--- src/hw/asu_pkg.sv ---
// Constants, types and register map of the async serial unit
package asu_pkg;

    // ************************************************************
    // Register map (word indices, taken from bus address bits 5:2)
    // ************************************************************
    localparam logic [3:0] IDX_CTRL  = 4'h0;
    localparam logic [3:0] IDX_FLAGS = 4'h1;
    localparam logic [3:0] IDX_TXH   = 4'h2;
    localparam logic [3:0] IDX_RXH   = 4'h3;
    localparam logic [3:0] IDX_MODE  = 4'h4;
    localparam logic [3:0] IDX_DIV   = 4'h5;
    localparam logic [3:0] IDX_STS   = 4'h6;
    localparam logic [3:0] IDX_MASK  = 4'h7;

    // ************************************************************
    // Field positions
    // ************************************************************
    localparam int CTRL_TX_IRQ_EN  = 7;
    localparam int CTRL_RX_IRQ_EN  = 6;
    localparam int CTRL_TX_ON      = 5;
    localparam int CTRL_RX_ON      = 4;
    localparam int FLG_TX_EMPTY    = 7;
    localparam int FLG_RX_FULL     = 6;
    localparam int FLG_OVERRUN     = 5;
    localparam int FLG_FRAMING     = 4;
    localparam int FLG_PARITY      = 3;
    localparam int FLG_MP_BIT      = 1;
    localparam int STS_TX_EMPTY    = 0;
    localparam int STS_RX_FULL     = 1;
    localparam int STS_RX_FAULT    = 2;

    // ************************************************************
    // Reset values and masks
    // ************************************************************
    localparam logic [7:0]  CTRL_RST   = 8'h00;
    localparam logic [7:0]  CTRL_WMASK = 8'hFC;
    localparam logic [7:0]  FLG_RST    = 8'h80;
    localparam logic [7:0]  FLG_CLR    = 8'hF8;
    localparam logic [5:0]  MODE_RST   = 6'h00;
    localparam logic [2:0]  STS_RST    = 3'h0;
    localparam logic [2:0]  MASK_RST   = 3'h0;

    // ************************************************************
    // Timing
    // ************************************************************
    localparam int          CLK_HZ      = 40_000_000;
    localparam int          BAUD_RST    = 9600;
    localparam int          OVERSAMPLE  = 16;
    localparam logic [15:0] DIV_RST     = 16'(CLK_HZ / (BAUD_RST * OVERSAMPLE) - 1);
    localparam logic [3:0]  SAMPLE_PH   = 4'h7;
    localparam logic [3:0]  LAST_PH     = 4'(OVERSAMPLE - 1);

    // ************************************************************
    // Types
    // ************************************************************
    typedef struct packed {
        logic mp_tx;
        logic two_stop;
        logic mp_mode;
        logic par_odd;
        logic par_en;
        logic char7;
    } asu_fmt_t;

    typedef enum logic [2:0] {
        ST_IDLE  = 3'b000,
        ST_START = 3'b001,
        ST_DATA  = 3'b010,
        ST_PAR   = 3'b011,
        ST_STOP  = 3'b100
    } asu_bit_st_t;

    // Parity bit that makes the character even, or odd when asked
    function automatic logic asu_parity(input logic [7:0] d, input logic c7, input logic odd);
        asu_parity = (^(c7 ? {1'b0, d[6:0]} : d)) ^ odd;
    endfunction

endpackage

--- src/hw/asu_baud16.sv ---
// Oversampling tick generator, restartable to align to a line edge
`timescale 1ns/10ps
module asu_baud16
    import asu_pkg::*;
(
    input  wire logic        clk_i,
    input  wire logic        rst_i,
    input  wire logic        restart_i,
    input  wire logic [15:0] div_i,
    output logic             tick_o
);
    logic [15:0] cnt_q;
    logic        tick_q;

    always_ff @(posedge clk_i)
    begin
        if (rst_i || restart_i)
        begin
            cnt_q  <= 16'h0000;
            tick_q <= 1'b0;
        end
        else if (cnt_q >= div_i)
        begin
            cnt_q  <= 16'h0000;
            tick_q <= 1'b1;
        end
        else
        begin
            cnt_q  <= cnt_q + 16'h0001;
            tick_q <= 1'b0;
        end
    end

    assign tick_o = tick_q;
endmodule

--- src/hw/asu_uart.sv ---
// Async serial unit: register slave, transmitter, receiver, interrupts
`timescale 1ns/10ps
module asu_uart
    import asu_pkg::*;
(
    input  wire logic        clk_i,
    input  wire logic        rst_i,
    input  wire logic        wb_cyc_i,
    input  wire logic        wb_stb_i,
    input  wire logic        wb_we_i,
    input  wire logic [5:0]  wb_adr_i,
    input  wire logic [3:0]  wb_sel_i,
    input  wire logic [31:0] wb_dat_i,
    output logic      [31:0] wb_dat_o,
    output logic             wb_ack_o,
    input  wire logic        rxd_i,
    output logic             txd_o,
    output logic             tx_empty_irq_o,
    output logic             rx_full_irq_o,
    output logic             rx_fault_irq_o,
    output logic             irq_o
);
    // ************************************************************
    // Bus slave
    // ************************************************************
    logic        ack_q;
    logic [31:0] dat_q;
    logic [31:0] rd_d;
    logic        acc;
    logic        wr;
    logic        rd;
    logic [3:0]  idx;
    logic        mapped;

    logic [7:0]  ctrl_q;
    logic [7:0]  flg_q;
    logic [7:0]  seen_q;
    logic [7:0]  txh_q;
    logic [7:0]  rxh_q;
    asu_fmt_t    fmt_q;
    logic [15:0] div_q;
    logic [2:0]  sts_q;
    logic [2:0]  mask_q;

    assign acc    = wb_cyc_i && wb_stb_i && !ack_q;
    assign wr     = acc && wb_we_i;
    assign rd     = acc && !wb_we_i;
    assign idx    = wb_adr_i[5:2];
    assign mapped = (idx <= IDX_MASK);

    always_comb
    begin
        rd_d = 32'h0000_0000;
        case (idx)
            IDX_CTRL:  rd_d[7:0]  = ctrl_q;
            IDX_FLAGS: rd_d[7:0]  = flg_q;
            IDX_TXH:   rd_d[7:0]  = txh_q;
            IDX_RXH:   rd_d[7:0]  = rxh_q;
            IDX_MODE:  rd_d[5:0]  = fmt_q;
            IDX_DIV:   rd_d[15:0] = div_q;
            IDX_STS:   rd_d[2:0]  = sts_q;
            IDX_MASK:  rd_d[2:0]  = mask_q;
            default:   rd_d       = 32'h0000_0000;
        endcase
    end

    // Unmapped addresses still answer, reading zero, so the bus never hangs
    always_ff @(posedge clk_i)
    begin
        if (rst_i)
        begin
            ack_q <= 1'b0;
            dat_q <= 32'h0000_0000;
        end
        else
        begin
            ack_q <= acc;
            dat_q <= (rd && mapped) ? rd_d : 32'h0000_0000;
        end
    end

    // ************************************************************
    // Software registers
    // ************************************************************
    logic wr_byte0;
    assign wr_byte0 = wr && wb_sel_i[0];

    always_ff @(posedge clk_i)
    begin
        if (rst_i)
            ctrl_q <= CTRL_RST;
        else if (wr_byte0 && idx == IDX_CTRL)
            ctrl_q <= wb_dat_i[7:0] & CTRL_WMASK;
    end

    always_ff @(posedge clk_i)
    begin
        if (rst_i)
        begin
            txh_q  <= 8'h00;
            fmt_q  <= MODE_RST;
            mask_q <= MASK_RST;
        end
        else if (wr_byte0)
        begin
            if (idx == IDX_TXH)
                txh_q <= wb_dat_i[7:0];
            if (idx == IDX_MODE)
                fmt_q <= wb_dat_i[5:0];
            if (idx == IDX_MASK)
                mask_q <= wb_dat_i[2:0];
        end
    end

    always_ff @(posedge clk_i)
    begin
        if (rst_i)
            div_q <= DIV_RST;
        else if (wr && idx == IDX_DIV)
        begin
            if (wb_sel_i[0])
                div_q[7:0] <= wb_dat_i[7:0];
            if (wb_sel_i[1])
                div_q[15:8] <= wb_dat_i[15:8];
        end
    end

    // ************************************************************
    // Flags 7 to 3: cleared by reading 1 then writing 0; hardware set wins
    // ************************************************************
    logic [7:0] flg_set;
    logic [7:0] flg_clr;

    assign flg_clr = (wr_byte0 && idx == IDX_FLAGS) ? (seen_q & ~wb_dat_i[7:0] & FLG_CLR) : 8'h00;

    always_ff @(posedge clk_i)
    begin
        if (rst_i)
        begin
            flg_q  <= FLG_RST;
            seen_q <= 8'h00;
        end
        else
        begin
            flg_q <= (flg_q & ~flg_clr) | flg_set;
            if (rd && idx == IDX_FLAGS)
                seen_q <= flg_q;
            else
                seen_q <= seen_q & ~flg_clr;
        end
    end

    // ************************************************************
    // Transmitter
    // ************************************************************
    asu_bit_st_t tx_st;
    logic [3:0]  tx_ph;
    logic [2:0]  tx_cnt;
    logic [7:0]  tx_sh;
    logic        tx_pbit;
    logic        tx_stop2;
    logic        txd_q;
    logic        tx_tick;
    logic        tx_load;
    logic        tx_end;
    logic [2:0]  last_bit;

    assign last_bit = fmt_q.char7 ? 3'h6 : 3'h7;
    // Load only on empty flag low, independent of receiver
    assign tx_load  = (tx_st == ST_IDLE) && ctrl_q[CTRL_TX_ON] && !flg_q[FLG_TX_EMPTY];
    assign tx_end   = tx_tick && (tx_ph == LAST_PH);

    asu_baud16 u_tx_baud (
        .clk_i     (clk_i),
        .rst_i     (rst_i),
        .restart_i (tx_load),
        .div_i     (div_q),
        .tick_o    (tx_tick)
    );

    always_ff @(posedge clk_i)
    begin
        if (rst_i)
        begin
            tx_st    <= ST_IDLE;
            tx_ph    <= 4'h0;
            tx_cnt   <= 3'h0;
            tx_sh    <= 8'h00;
            tx_pbit  <= 1'b0;
            tx_stop2 <= 1'b0;
        end
        else
        begin
            if (tx_tick)
                tx_ph <= tx_ph + 4'h1;
            case (tx_st)
                ST_IDLE:
                begin
                    tx_ph <= 4'h0;
                    if (tx_load)
                    begin
                        tx_st   <= ST_START;
                        tx_sh   <= txh_q;
                        tx_pbit <= fmt_q.par_en ? asu_parity(txh_q, fmt_q.char7, fmt_q.par_odd) : fmt_q.mp_tx;
                    end
                end
                ST_START:
                    if (tx_end)
                    begin
                        tx_st  <= ST_DATA;
                        tx_cnt <= 3'h0;
                    end
                ST_DATA:
                    if (tx_end)
                    begin
                        tx_sh  <= {1'b0, tx_sh[7:1]};
                        tx_cnt <= tx_cnt + 3'h1;
                        if (tx_cnt == last_bit)
                        begin
                            tx_st    <= (fmt_q.par_en || fmt_q.mp_mode) ? ST_PAR : ST_STOP;
                            tx_stop2 <= 1'b0;
                        end
                    end
                ST_PAR:
                    if (tx_end)
                        tx_st <= ST_STOP;
                ST_STOP:
                    if (tx_end)
                    begin
                        if (fmt_q.two_stop && !tx_stop2)
                            tx_stop2 <= 1'b1;
                        else
                            tx_st <= ST_IDLE;
                    end
                default:
                    tx_st <= ST_IDLE;
            endcase
        end
    end

    always_ff @(posedge clk_i)
    begin
        if (rst_i)
            txd_q <= 1'b1;
        else
        begin
            case (tx_st)
                ST_START: txd_q <= 1'b0;
                ST_DATA:  txd_q <= tx_sh[0];
                ST_PAR:   txd_q <= tx_pbit;
                default:  txd_q <= 1'b1;
            endcase
        end
    end

    // ************************************************************
    // Receiver
    // ************************************************************
    asu_bit_st_t rx_st;
    logic        rx_s1;
    logic        rx_s2;
    logic        rx_s3;
    logic [3:0]  rx_ph;
    logic [2:0]  rx_cnt;
    logic [7:0]  rx_sh;
    logic        rx_pbit;
    logic        rx_tick;
    logic        rx_edge;
    logic        rx_smp;
    logic        rx_done;
    logic [7:0]  rx_data;

    // Pin is asynchronous: two flops before anything looks at it
    always_ff @(posedge clk_i)
    begin
        if (rst_i)
        begin
            rx_s1 <= 1'b1;
            rx_s2 <= 1'b1;
            rx_s3 <= 1'b1;
        end
        else
        begin
            rx_s1 <= rxd_i;
            rx_s2 <= rx_s1;
            rx_s3 <= rx_s2;
        end
    end

    // Falling edge restarts the sampling clock
    assign rx_edge = (rx_st == ST_IDLE) && ctrl_q[CTRL_RX_ON] && rx_s3 && !rx_s2;
    // Sample on the eighth oversampling pulse
    assign rx_smp  = rx_tick && (rx_ph == SAMPLE_PH);
    assign rx_done = (rx_st == ST_STOP) && rx_smp;
    assign rx_data = fmt_q.char7 ? {1'b0, rx_sh[7:1]} : rx_sh;

    asu_baud16 u_rx_baud (
        .clk_i     (clk_i),
        .rst_i     (rst_i),
        .restart_i (rx_edge),
        .div_i     (div_q),
        .tick_o    (rx_tick)
    );

    always_ff @(posedge clk_i)
    begin
        if (rst_i)
        begin
            rx_st   <= ST_IDLE;
            rx_ph   <= 4'h0;
            rx_cnt  <= 3'h0;
            rx_sh   <= 8'h00;
            rx_pbit <= 1'b0;
        end
        else if (!ctrl_q[CTRL_RX_ON])
            rx_st <= ST_IDLE;
        else
        begin
            if (rx_edge)
                rx_ph <= 4'h0;
            else if (rx_tick)
                rx_ph <= rx_ph + 4'h1;
            case (rx_st)
                ST_IDLE:
                    if (rx_edge)
                        rx_st <= ST_START;
                ST_START:
                    if (rx_smp)
                    begin
                        rx_st  <= rx_s2 ? ST_IDLE : ST_DATA;
                        rx_cnt <= 3'h0;
                    end
                ST_DATA:
                    if (rx_smp)
                    begin
                        rx_sh  <= {rx_s2, rx_sh[7:1]};
                        rx_cnt <= rx_cnt + 3'h1;
                        if (rx_cnt == last_bit)
                            rx_st <= (fmt_q.par_en || fmt_q.mp_mode) ? ST_PAR : ST_STOP;
                    end
                ST_PAR:
                    if (rx_smp)
                    begin
                        rx_pbit <= rx_s2;
                        rx_st   <= ST_STOP;
                    end
                ST_STOP:
                    if (rx_smp)
                        rx_st <= ST_IDLE;
                default:
                    rx_st <= ST_IDLE;
            endcase
        end
    end

    // Holding register takes the character unless still full
    always_ff @(posedge clk_i)
    begin
        if (rst_i)
            rxh_q <= 8'h00;
        else if (rx_done && !flg_q[FLG_RX_FULL])
            rxh_q <= rx_data;
    end

    // Loading the shifter empties the holding register
    always_comb
    begin
        flg_set = 8'h00;
        flg_set[FLG_TX_EMPTY] = tx_load;
        if (rx_done)
        begin
            flg_set[FLG_RX_FULL] = !flg_q[FLG_RX_FULL];
            flg_set[FLG_OVERRUN] = flg_q[FLG_RX_FULL];
            flg_set[FLG_FRAMING] = !rx_s2;
            flg_set[FLG_PARITY]  = fmt_q.par_en && (rx_pbit != asu_parity(rx_data, fmt_q.char7, fmt_q.par_odd));
            flg_set[FLG_MP_BIT]  = fmt_q.mp_mode && rx_pbit;
        end
    end

    // ************************************************************
    // Interrupts
    // ************************************************************
    logic [2:0] sts_ev;
    logic       tx_irq_q;
    logic       rxf_irq_q;
    logic       rxe_irq_q;
    logic       irq_q;
    logic       rx_err;

    assign rx_err = flg_q[FLG_OVERRUN] || flg_q[FLG_FRAMING] || flg_q[FLG_PARITY];
    assign sts_ev = {|flg_set[FLG_OVERRUN:FLG_PARITY], flg_set[FLG_RX_FULL], tx_load};

    // Read clears the sticky bits, but an event in the same cycle survives
    always_ff @(posedge clk_i)
    begin
        if (rst_i)
            sts_q <= STS_RST;
        else
            sts_q <= ((rd && idx == IDX_STS) ? STS_RST : sts_q) | sts_ev;
    end

    always_ff @(posedge clk_i)
    begin
        if (rst_i)
        begin
            tx_irq_q  <= 1'b0;
            rxf_irq_q <= 1'b0;
            rxe_irq_q <= 1'b0;
            irq_q     <= 1'b0;
        end
        else
        begin
            tx_irq_q  <= ctrl_q[CTRL_TX_IRQ_EN] && flg_q[FLG_TX_EMPTY];
            rxf_irq_q <= ctrl_q[CTRL_RX_IRQ_EN] && flg_q[FLG_RX_FULL];
            rxe_irq_q <= ctrl_q[CTRL_RX_IRQ_EN] && rx_err;
            irq_q     <= |(sts_q & mask_q);
        end
    end

    assign wb_ack_o       = ack_q;
    assign wb_dat_o       = dat_q;
    assign txd_o          = txd_q;
    assign tx_empty_irq_o = tx_irq_q;
    assign rx_full_irq_o  = rxf_irq_q;
    assign rx_fault_irq_o = rxe_irq_q;
    assign irq_o          = irq_q;
endmodule
--- config.mk ---
export PLATFORM = sky130hd
export DESIGN_NAME = asu_uart
export DESIGN_NICKNAME = d
export VERILOG_FILES = /design/src/hw/asu_pkg.sv /design/src/hw/asu_baud16.sv /design/src/hw/asu_uart.sv
export SDC_FILE = /design/constraint.sdc
export NUM_CORES = 1
export LEC_CHECK = 0
export BUFFER_PORTS_ARGS = -buffer_cell sky130_fd_sc_hd__buf_2
export CAP_MARGIN = 20
export CORE_ASPECT_RATIO = 0.6
export CORE_MARGIN = 3
export CORE_UTILIZATION = 37
export DETAILED_ROUTE_END_ITERATION = 7
export PLACE_DENSITY = 0.62
export SLEW_MARGIN = 20
export SYNTH_ARGS = -nofsm -noshare
export SYNTH_HDL_FRONTEND = slang
export SYNTH_HIERARCHICAL = 1
export SYNTH_SLANG_ARGS = --single-unit
--- constraint.sdc ---
create_clock -name clk_i -period 1.9 [get_ports clk_i]
set_input_delay 0.095 -clock clk_i [delete_from_list [all_inputs] [get_ports clk_i]]
set_output_delay 0.095 -clock clk_i [all_outputs]
set_load 0.01 [all_outputs]
## Yosys cells after proc, flatten, opt, wreduce, memory -nomap -nowiden

Cells that the tools add are included.

- Memories: 0
- Bits in read-only memories: 0
- Flip-flop bits (word level): 180
- Word-level logic and storage cells: 216
- Input port bits: 48
- Bits in writable memories: 0
- Latch bits: 0

- Reductions and logical operators: 70
- Mux-type cells: 48
- Div/mod/pow operators: 0
- Bitwise gates (word level): 13
- Order comparisons: 3
- $mul: 0
- Shift-type cells: 0
- Eq/ne operators: 34
- $add $sub $neg: 6

Operators by type and width:

| kind | count |
|---|---|
| $mux 8 | 7 |
| $mux 3 | 18 |
| $add 16x1->16 const B | 2 |
| $ge 16x16->1 | 2 |
| $pmux 3 s5 | 2 |
| $logic_and 1x1->1 | 26 |
| $and 8x8->8 | 3 |
| $ne 2x2->1 const B | 12 |
| $pmux 3 s8 | 1 |
| $eq 4x3->1 const B | 5 |
| $pmux 3 s6 | 1 |
| $not 8->8 | 2 |
| $pmux 8 s2 | 1 |
| $reduce_xor 8->1 | 2 |
| $reduce_and 2->1 | 7 |
| $eq 3x2->1 const B | 4 |
| $mux 4 | 3 |
| $pmux 3 s2 | 2 |
| $reduce_and 3->1 | 4 |
| $pmux 2 s5 | 1 |
| $reduce_bool 2->1 | 5 |
| $reduce_or 2->1 | 5 |
| $mux 1 | 9 |
| $reduce_or 3->1 | 3 |
| 27 further kinds | 47 |

## Longest topological paths before layout

Gate-level depths: netlist (run 1).

- Depth in word-level cells: 9
- Gate-level depth with buffers: 8
- Depth with buffers taken out: 7

## Hierarchy

Netlist (run 1), hierarchy kept.

Modules (own cells, without submodules):

| module | area each (um^2) | cells an instance | seq. area each (um^2) | times used |
|---|---|---|---|---|
| asu_uart | 5666.7 | 622 | 2502.4 | 1 |
| asu_baud16 | 1078.5 | 127 | 340.3 | 2 |

## Least setup slack after synthesis (run 1)

No wires, ideal clock.

- Path kind: register to register
- Start: reg div_q[6]
- End: reg u_rx_baud.cnt_q[14]
- Path buffers: 1
- Stages on the path, launching flop included: 9
- Required time: 1836 ps
- Arrival: 1927 ps
- Library setup time: 64 ps
- Path slack: -91 ps
- Period minus slack after synthesis: 1991 ps
- Cells stage by stage: dfxtp_1 -> inv_1 -> ha_1 -> and3_4 -> a221o_1 -> a221oi_2 -> nand4_2 -> buf_6 -> nor2_1

- Word-level cells in the longest chain between the ends: 2

Ends and longest elaborated chain:

| element | line | RTL |
|---|---|---|
| start, declared | asu_uart.sv:41 | `logic [15:0] div_q;` |
| start signal, assigned | asu_uart.sv:122 | `div_q[7:0] <= wb_dat_i[7:0];` |
| $ge 16x16->1 | asu_baud16.sv:22 | `else if (cnt_q >= div_i)` |
| $reduce_or 2->1 (no line) | -- |  |
| end signal, assigned | asu_baud16.sv:29 | `cnt_q <= cnt_q + 16'h0001;` |
| end, declared | asu_baud16.sv:12 | `logic [15:0] cnt_q;` |

Every way passes these cells.
A chain may end at the register's enable or synchronous reset.

## Worst setup path in the final report (run 1)

- Start: reg div_q[11]
- End: reg u_tx_baud.cnt_q[7]

- Word-level cells in the longest chain between the ends: 2

Ends and longest elaborated chain:

| element | line | RTL |
|---|---|---|
| start signal, assigned | asu_uart.sv:124 | `div_q[15:8] <= wb_dat_i[15:8];` |
| $ge 16x16->1 | asu_baud16.sv:22 |  |
| $reduce_or 2->1 (no line) | -- |  |
| end signal, assigned | asu_baud16.sv:29 |  |
| end, declared | asu_baud16.sv:12 |  |

Every way passes these cells.

==> impl_results.md, run 1 <==
- #FFs+latches synth: 159
- Power Total: 7.59 mW
- Startpoint class of the critical path: register
- Min-delay worst type: in -> reg
- PortBufs: 49
- Via count: 6702
- Total track usage: 18.9%
- Final core utilization: 49.2%
- Post-Syn Area: 0.00782 mm^2
- Max Clock Skew: 10.9 ps
- Layout cell share with drive strength beyond 1: 25.5%
- Syn. warnings: 6
- FMAX: 483 MHz
- FF-to-FF End: u_tx_baud/cnt_q[7]
- Leak: 4.00 nW
- Max clock buf depth: 2
- Hpwl dp: 15800 um
- Die W: 194 um
- Max_slew headroom: 59.7%
- Peak VDD IR: 0.625 mV
- CTS tree: built
- Gr ovfl total: 0
- Final WS setup: -170 ps
- Final hold slack: 4.48 ps
- Register area share after synthesis: 40.7%
- First-pass detailed-route iteration total: 8
- H-tree depth: 4
- Post-DR vias/cell: 5.17
- Cell depth of the worst hold path: 3
- Vias in the first global route: 6121
- Worst Path Arrival: 2390 ps
- Nets: 1098
- Clk root buf: clkbuf_16
- CP endpoint kind: register
- Crit path largest cell delay: 340 ps
- PwrDens: 756 mW/mm^2
- Row cnt: 40
- Clock Latency Late Sink: 430 ps
- Starting density of the core: 38.4%
- Comb power frac: 6.6%
- Post-Place Cell Area: 0.00888 mm^2
- Clock group share of total power: 48.6%
- Max-slew violations: 0
- Die ar.: 0.0230 mm^2
- Max cap viols: 0
- IO Pins: 86
- Final instance area: 0.0100 mm^2
- Flop2flop setup slack: -170 ps
- TritonCTS Buffers: 17
- Critical path required time: 2220 ps
- CORE AREA: 0.0204 mm^2
- Placer Congestion: 0.861
- Async set or reset register ratio after synthesis: 0%
- Setup TNS: -3680 ps
- Final min period: 2070 ps
- CP bufs+invs: 3
- Drt initial violations: 577
- Dominant synthesized flop cell: dfxtp_1
- First-pass GRT wire length: 34700 um
- Post-route clock period utilization: 109%
- Failing checks: setup timing
- Sw Share: 22.7%
- WP depth: 9
- Pint: 5.87 mW
- Switching power: 1.72 mW
- Fillers: 1894
- Antenna Nets Post-Route: 0
- DRC: 0
- Largest net degree at the start of global routing: 111
- RSZ-0062 raised after global routing: yes
- Crit-path leading delay family: simple AND/OR/NAND/NOR gates
- Crit Reg-Reg Startpoint: div_q[11]
- Kind of critical path: reg -> reg
- Area growth syn-to-layout: 28.2%
- Endpoints failing hold: 0
- Chip height: 119 um
- Hold EP: div_q[2]
- CP Max Fanout: 8
- CTS sink cnt: 159
- Initial antenna violation count: 1
- Reg power frac: 44.9%
- N_diodes: 0
- Clock transition at path regs: 60 ps
- Distinct cell type count of the synthesized netlist: 71
- Cell Chain, Critical Path: inv_1, ha_4, nand4_1, buf_4, a211oi_2, nand4b_1, nand4_2, buf_6, nor2_1
- Status: complete, but fails checks
- EDFF count, synth: 0
- Reg2reg path depth: 9
- # setup viols final: 34
- Mapped Cells: 876
- Drt wl/cell: 17.0 um
- Slowest cell on crit path: dfxtp_2
- Slew at the pin with the worst max-slew slack: 602 ps
- Beginning of the worst hold path: wb_dat_i[2]
- Syn avg cell area: 8.93 um^2
- Post-Route WL: 22000 um
worst min-delay path, stage by stage:
cell	delay, ps
buf_2	140
nand3_1	80
a21oi_1	60
registers in the layout, indices dropped and copies added (netlist names), 3 cells and up:
signal,flops
wb_dat_o,16
txh_q,8
flg_q,6
rx_sh,8
ctrl_q,6
rx_st,3
tx_cnt,3
div_q,16
sts_q,3
u_rx_baud/cnt_q,16
tx_sh,8
tx_st,3
mask_q,3
rx_ph,4
tx_ph,4
rx_cnt,3
seen_q,5
rxh_q,8
fmt_q,6
u_tx_baud/cnt_q,16
metal layers:
metal	share of wire [%]	global-route usage, %
met1	52	30.6
met2	39	25.2
met3	7.9	3.90
met5	0	0
met4	0.85	3.97
through the flow:
stage	setup WS, ps	std cells
after floorplan	-0.947	891
after global placement	-420	1245
after detailed placement	-493	1245
after CTS	-124	1293
after global routing	-218	1296
final	-170	1296
power groups by stage:
| stage | registers [mW] | clock network, mW | logic (mW) |
|---|---|---|---|
| after detailed placement | 3.48 | 0 | 0.435 |
| after global placement | 3.48 | 0 | 0.431 |
| after global routing | 3.41 | 3.88 | 0.550 |
| after floorplan | 3.47 | 0 | 0.299 |
| after CTS | 3.40 | 3.74 | 0.477 |
| final | 3.40 | 3.68 | 0.498 |
worst max-delay path by stage:
stage / start / end / slack, ps
floorplan: div_q[7] / u_rx_baud/cnt_q[0] / -0.9
global placement: u_rx_baud/cnt_q[0] / u_rx_baud/cnt_q[10] / -420
detailed placement: u_rx_baud/cnt_q[0] / u_rx_baud/cnt_q[15] / -490
CTS: div_q[5] / u_rx_baud/cnt_q[15] / -120
global route: div_q[7] / u_tx_baud/cnt_q[14] / -220
finish: div_q[11] / u_tx_baud/cnt_q[7] / -170
repair_timing:
| action | CTS | global route |
|---|---|---|
| endpoints found under the hold margin | 15 | 0 |
| pin swaps | 6 | 16 |
| buffers inserted | 5 | 3 |
| hold buffers | 13 | 0 |
| setup endpoints to repair | 40 | 57 |
| gates resized for setup | 30 | 49 |
cell usage after synthesis, types with 10 or more instances:
| cell type | instances | area, um^2 |
|---|---|---|
| dfxtp_1 | 159 | 3180 |
| xor2_1 | 22 | 193 |
| o21ai_0 | 15 | 75.1 |
| clkbuf_1 | 21 | 78.8 |
| nand2_1 | 48 | 180 |
| xnor2_1 | 29 | 254 |
| nand3_1 | 31 | 155 |
| mux2i_1 | 59 | 591 |
| nor2_1 | 144 | 541 |
| buf_2 | 10 | 50.1 |
| nand4_1 | 16 | 100 |
| buf_4 | 16 | 120 |
| a211oi_1 | 17 | 128 |
| nor3_1 | 15 | 75.1 |
| a21oi_1 | 40 | 200 |
| inv_1 | 50 | 188 |
| ha_1 | 38 | 475 |
cell families (layout without fill, tap and decap cells):
kind of cell,Yosys count,in the layout,synth area share (%)
compound gates,131,131,11.6
xor+xnor,52,52,6.00
fa+ha+maj,39,39,6.21
buf+inv,102,234,6.01
flops,159,159,40.7
mux,66,66,8.99
other cells,1,16,0.0479
simple gates,326,326,20.5
layout by cell type, fill, tap and decap left out, drive strengths merged, types with 4 or more instances in the layout:
cell type,instances
a211o,4
a211oi,17
a21o,4
a21oi,40
a221oi,5
a22oi,7
a311oi,7
and2,9
and3,7
buf,141
bufinv,4
clkbuf,21
conb,16
dfxtp,159
dlygate4sd3,13
ha,38
inv,51
mux2,4
mux2i,59
nand2,48
nand2b,9
nand3,32
nand4,18
nor2,146
nor2b,7
nor3,15
nor3b,9
o211ai,5
o21ai,16
or2,6
xnor2,29
xor2,22
area by class of cell:
| cell class | count | area (um^2) | area share [%] |
|---|---|---|---|
| flip-flops and latches | 159 | 3210 | 32.0 |
| clock buffers | 21 | 470 | 4.69 |
| inverters | 50 | 188 | 1.87 |
| clock inverters | 9 | 158 | 1.57 |
| well taps | 273 | 342 | 3.41 |
| multi-input cells | 630 | 4520 | 45.1 |
| repair buffers | 154 | 1150 | 11.4 |
Power figures use the tool's default switching activity.
==> run 2, diff against run 1 <==
- BUFFER_PORTS_ARGS: -buffer_cell sky130_fd_sc_hd__buf_2 -> -buffer_cell sky130_fd_sc_hd__buf_4
==> run 2 against run 1 <==
Net effect: the run still ends with setup timing left; global-route usage is essentially flat; clock power down 7.9%; via count shrank 0.82%; fmax rose by 0.35%; core utilization grew 0.52 points; combinational power is 8.2% higher; register-to-register slack about the same; cell area is 1.1% higher; critical path depth is 1 lower; clock-buffer cell count down 2; first-iteration DRC count grew 8.0%; die area unchanged; critical endpoint is now u_rx_baud/cnt_q[6]; largest cell class unchanged; highest routed layer unchanged.
==> impl_results.md, run 2 (same netlist as run 1, synthesis figures left out) <==
- Sw Share: 25.4% (+2.7 points)
- Critical path origin: div_q[5]
- Post-DR vias/cell: 5.10 (-1.4%)
- Antenna Nets Post-Route: 0 (unchanged)
- Min-delay worst type: in -> reg
- Max clock buf depth: 2 (unchanged)
- Max Clock Skew: 17.6 ps (+6.72 ps)
- Clk root buf: clkbuf_16
- Crit Reg-Reg Startpoint: div_q[5]
- Final hold slack: 19.7 ps (+15.2 ps)
- Clock Latency Late Sink: 440 ps (about the same)
- Max-slew violations: 0 (unchanged)
- N_diodes: 0 (unchanged)
- Fin cells: 1304 (+0.62%)
- Max cap viols: 0 (unchanged)
- Slew at the pin with the worst max-slew slack: 524 ps (-78.1 ps)
- Critical path required time: 2270 ps (+50 ps)
- Final WS setup: -163 ps (+7.15 ps)
- Row cnt: 40 (unchanged)
- Cell depth of the worst hold path: 3 (unchanged)
- Post-Route WL: 21800 um (-0.98%)
- # setup viols final: 33 (-2.9%)
- CP endpoint kind: register
- Hpwl dp: 16100 um (+2.2%)
- Endpoints failing hold: 0 (unchanged)
- First-pass GRT wire length: 34800 um (+0.24%)
- PortBufs: 49 (unchanged)
- Via count: 6647 (-0.82%)
- Final min period: 2060 ps (-7.15 ps)
- Drt wl/cell: 16.7 um (-1.6%)
- Failing checks: setup timing
- Starting density of the core: 38.4% (unchanged)
- Gr ovfl total: 0 (unchanged)
- Initial antenna violation count: 0 (-1)
- Largest net degree at the start of global routing: 63 (-43%)
- Chip height: 119 um (unchanged)
- Die W: 194 um (unchanged)
- Clock group share of total power: 46.2% (-2.4 points)
- RSZ-0062 raised after global routing: yes
- Die ar.: 0.0230 mm^2 (unchanged)
- Drt initial violations: 623 (+8.0%)
- Leak: 4.05 nW (+1.1%)
- CORE AREA: 0.0204 mm^2 (unchanged)
- Vias in the first global route: 6183 (+1.0%)
- Area growth syn-to-layout: 29.6%
- Peak VDD IR: 0.609 mV (-2.4%)
- H-tree depth: 4 (unchanged)
- Post-Place Cell Area: 0.00908 mm^2 (+2.2%)
- Reg2reg path depth: 8 (-1)
- Leading cell types in the layout, fill and taps excluded: dfxtp_1 (143), buf_4 (135), nor2_1 (124)
- Nets: 1104 (+0.55%)
- Fillers: 1889 (-0.26%)
- Switching power: 1.86 mW (+8.2%)
- CTS sink cnt: 159 (unchanged)
- Max_slew headroom: 64.8% (+5.1 points)
- Status: complete, but fails checks
- Placer Congestion: 0.870 (+1.1%)
- Commonest non-fill, non-tap cell in the layout: dfxtp_1
- Cells after DPL: 1252 (+0.56%)
- TritonCTS Buffers: 17 (unchanged)
- Comb power frac: 7.4% (+0.8 points)
- Final instance area: 0.0101 mm^2 (+1.1%)
- DRC: 0 (unchanged)
- PwrDens: 723 mW/mm^2 (-4.4%)
- First-pass detailed-route iteration total: 7 (-1)
- CP Max Fanout: 8 (unchanged)
- Post-route clock period utilization: 109% (-0.38 points)
- Beginning of the worst hold path: wb_adr_i[5]
- Kind of critical path: reg -> reg
- Layout cell share with drive strength beyond 1: 24.8% (-0.68 points)
- Worst Path Arrival: 2430 ps (+40 ps)
- IO Pins: 86 (unchanged)
- FMAX: 485 MHz (+0.35%)
- Startpoint class of the critical path: register
- Pint: 5.47 mW (-6.8%)
- Clock transition at path regs: 70 ps (about the same)
- Reg power frac: 46.4% (+1.5 points)
- CTS tree: built
- Total track usage: 18.9% (about the same)
-- run 2: cell types whose count changed in the layout (fill, tap and decap cells not counted), sizes merged --
cell and delta:
buf +1, clkbuf -1, dlygate4sd3 +4, inv +5, clkinv +1, clkinvlp +1
bufinv -3
-- run 2: stage by stage --
| step | power [mW] | worst slack [ps] | TNS, ps | utilization [%] |
|---|---|---|---|---|
| 2_1_floorplan | 3.77 | -0.947 | -16.0 | - |
| 3_3_place_gp | 3.95 | -122 | -3610 | 44.6 |
| 3_5_place_dp | 3.95 | -197 | -5650 | 44.6 |
| 4_1_cts | 7.35 | -149 | -3300 | 49.1 |
| 5_1_grt | 7.58 | -199 | -4780 | 49.8 |
| 6_report | 7.33 | -163 | -3040 | 49.8 |
-- run 2: path summary, 6_finish.rpt --
check	end	slack, ps
min	wb_dat_o[3]	20
max reg2reg	u_rx_baud/cnt_q[6]	-160
min reg2reg	rx_s2	450
max	u_rx_baud/cnt_q[6]	-160
-- run 2: routing by layer --
| layer | part of all wire, % | vias up | global-route usage (%) |
|---|---|---|---|
| met3 | 8.7 | 10 | 5.61 |
| met2 | 38 | 204 | 23.9 |
| met1 | 53 | 3113 | 31.0 |
| met4 | 0.36 | 0 | 3.02 |
| met5 | 0 | - | 0 |
| li1 | - | 3320 | - |
-- run 2: final cells by class --
type	count	area [um^2]	share of cell area, %
inverters	50	188	1.85
repair buffers	160	1350	13.3
flip-flops and latches	159	3210	31.6
clock inverters	13	128	1.26
well taps	273	342	3.37
clock buffers	19	443	4.37
multi-input cells	630	4480	44.2
-- run 2: worst max-delay path: stages (launching register included) --
cell and delay [ps]:
dfxtp_2 360, inv_2 50, ha_4 220, and3_4 170, a221o_1 380, a221oi_4 320, nand4_4 200, clkbuf_16 230
nor2_2 80
-- run 2: what timing repair did --
action,in CTS,in global routing
hold buffers,17,0
gates resized for setup,28,44
pin swaps,3,16
setup endpoints to repair,40,53
endpoints found under the hold margin,37,0
setup buffers,3,0
cloned,1,0
-- run 2: power groups by stage --
stage / sequential [mW] / clock, mW / combinational, mW
after floorplan: 3.47 / 0 / 0.299
after global placement: 3.48 / 0 / 0.464
after detailed placement: 3.48 / 0 / 0.466
after CTS: 3.41 / 3.43 / 0.512
after global routing: 3.41 / 3.58 / 0.592
final: 3.40 / 3.39 / 0.539
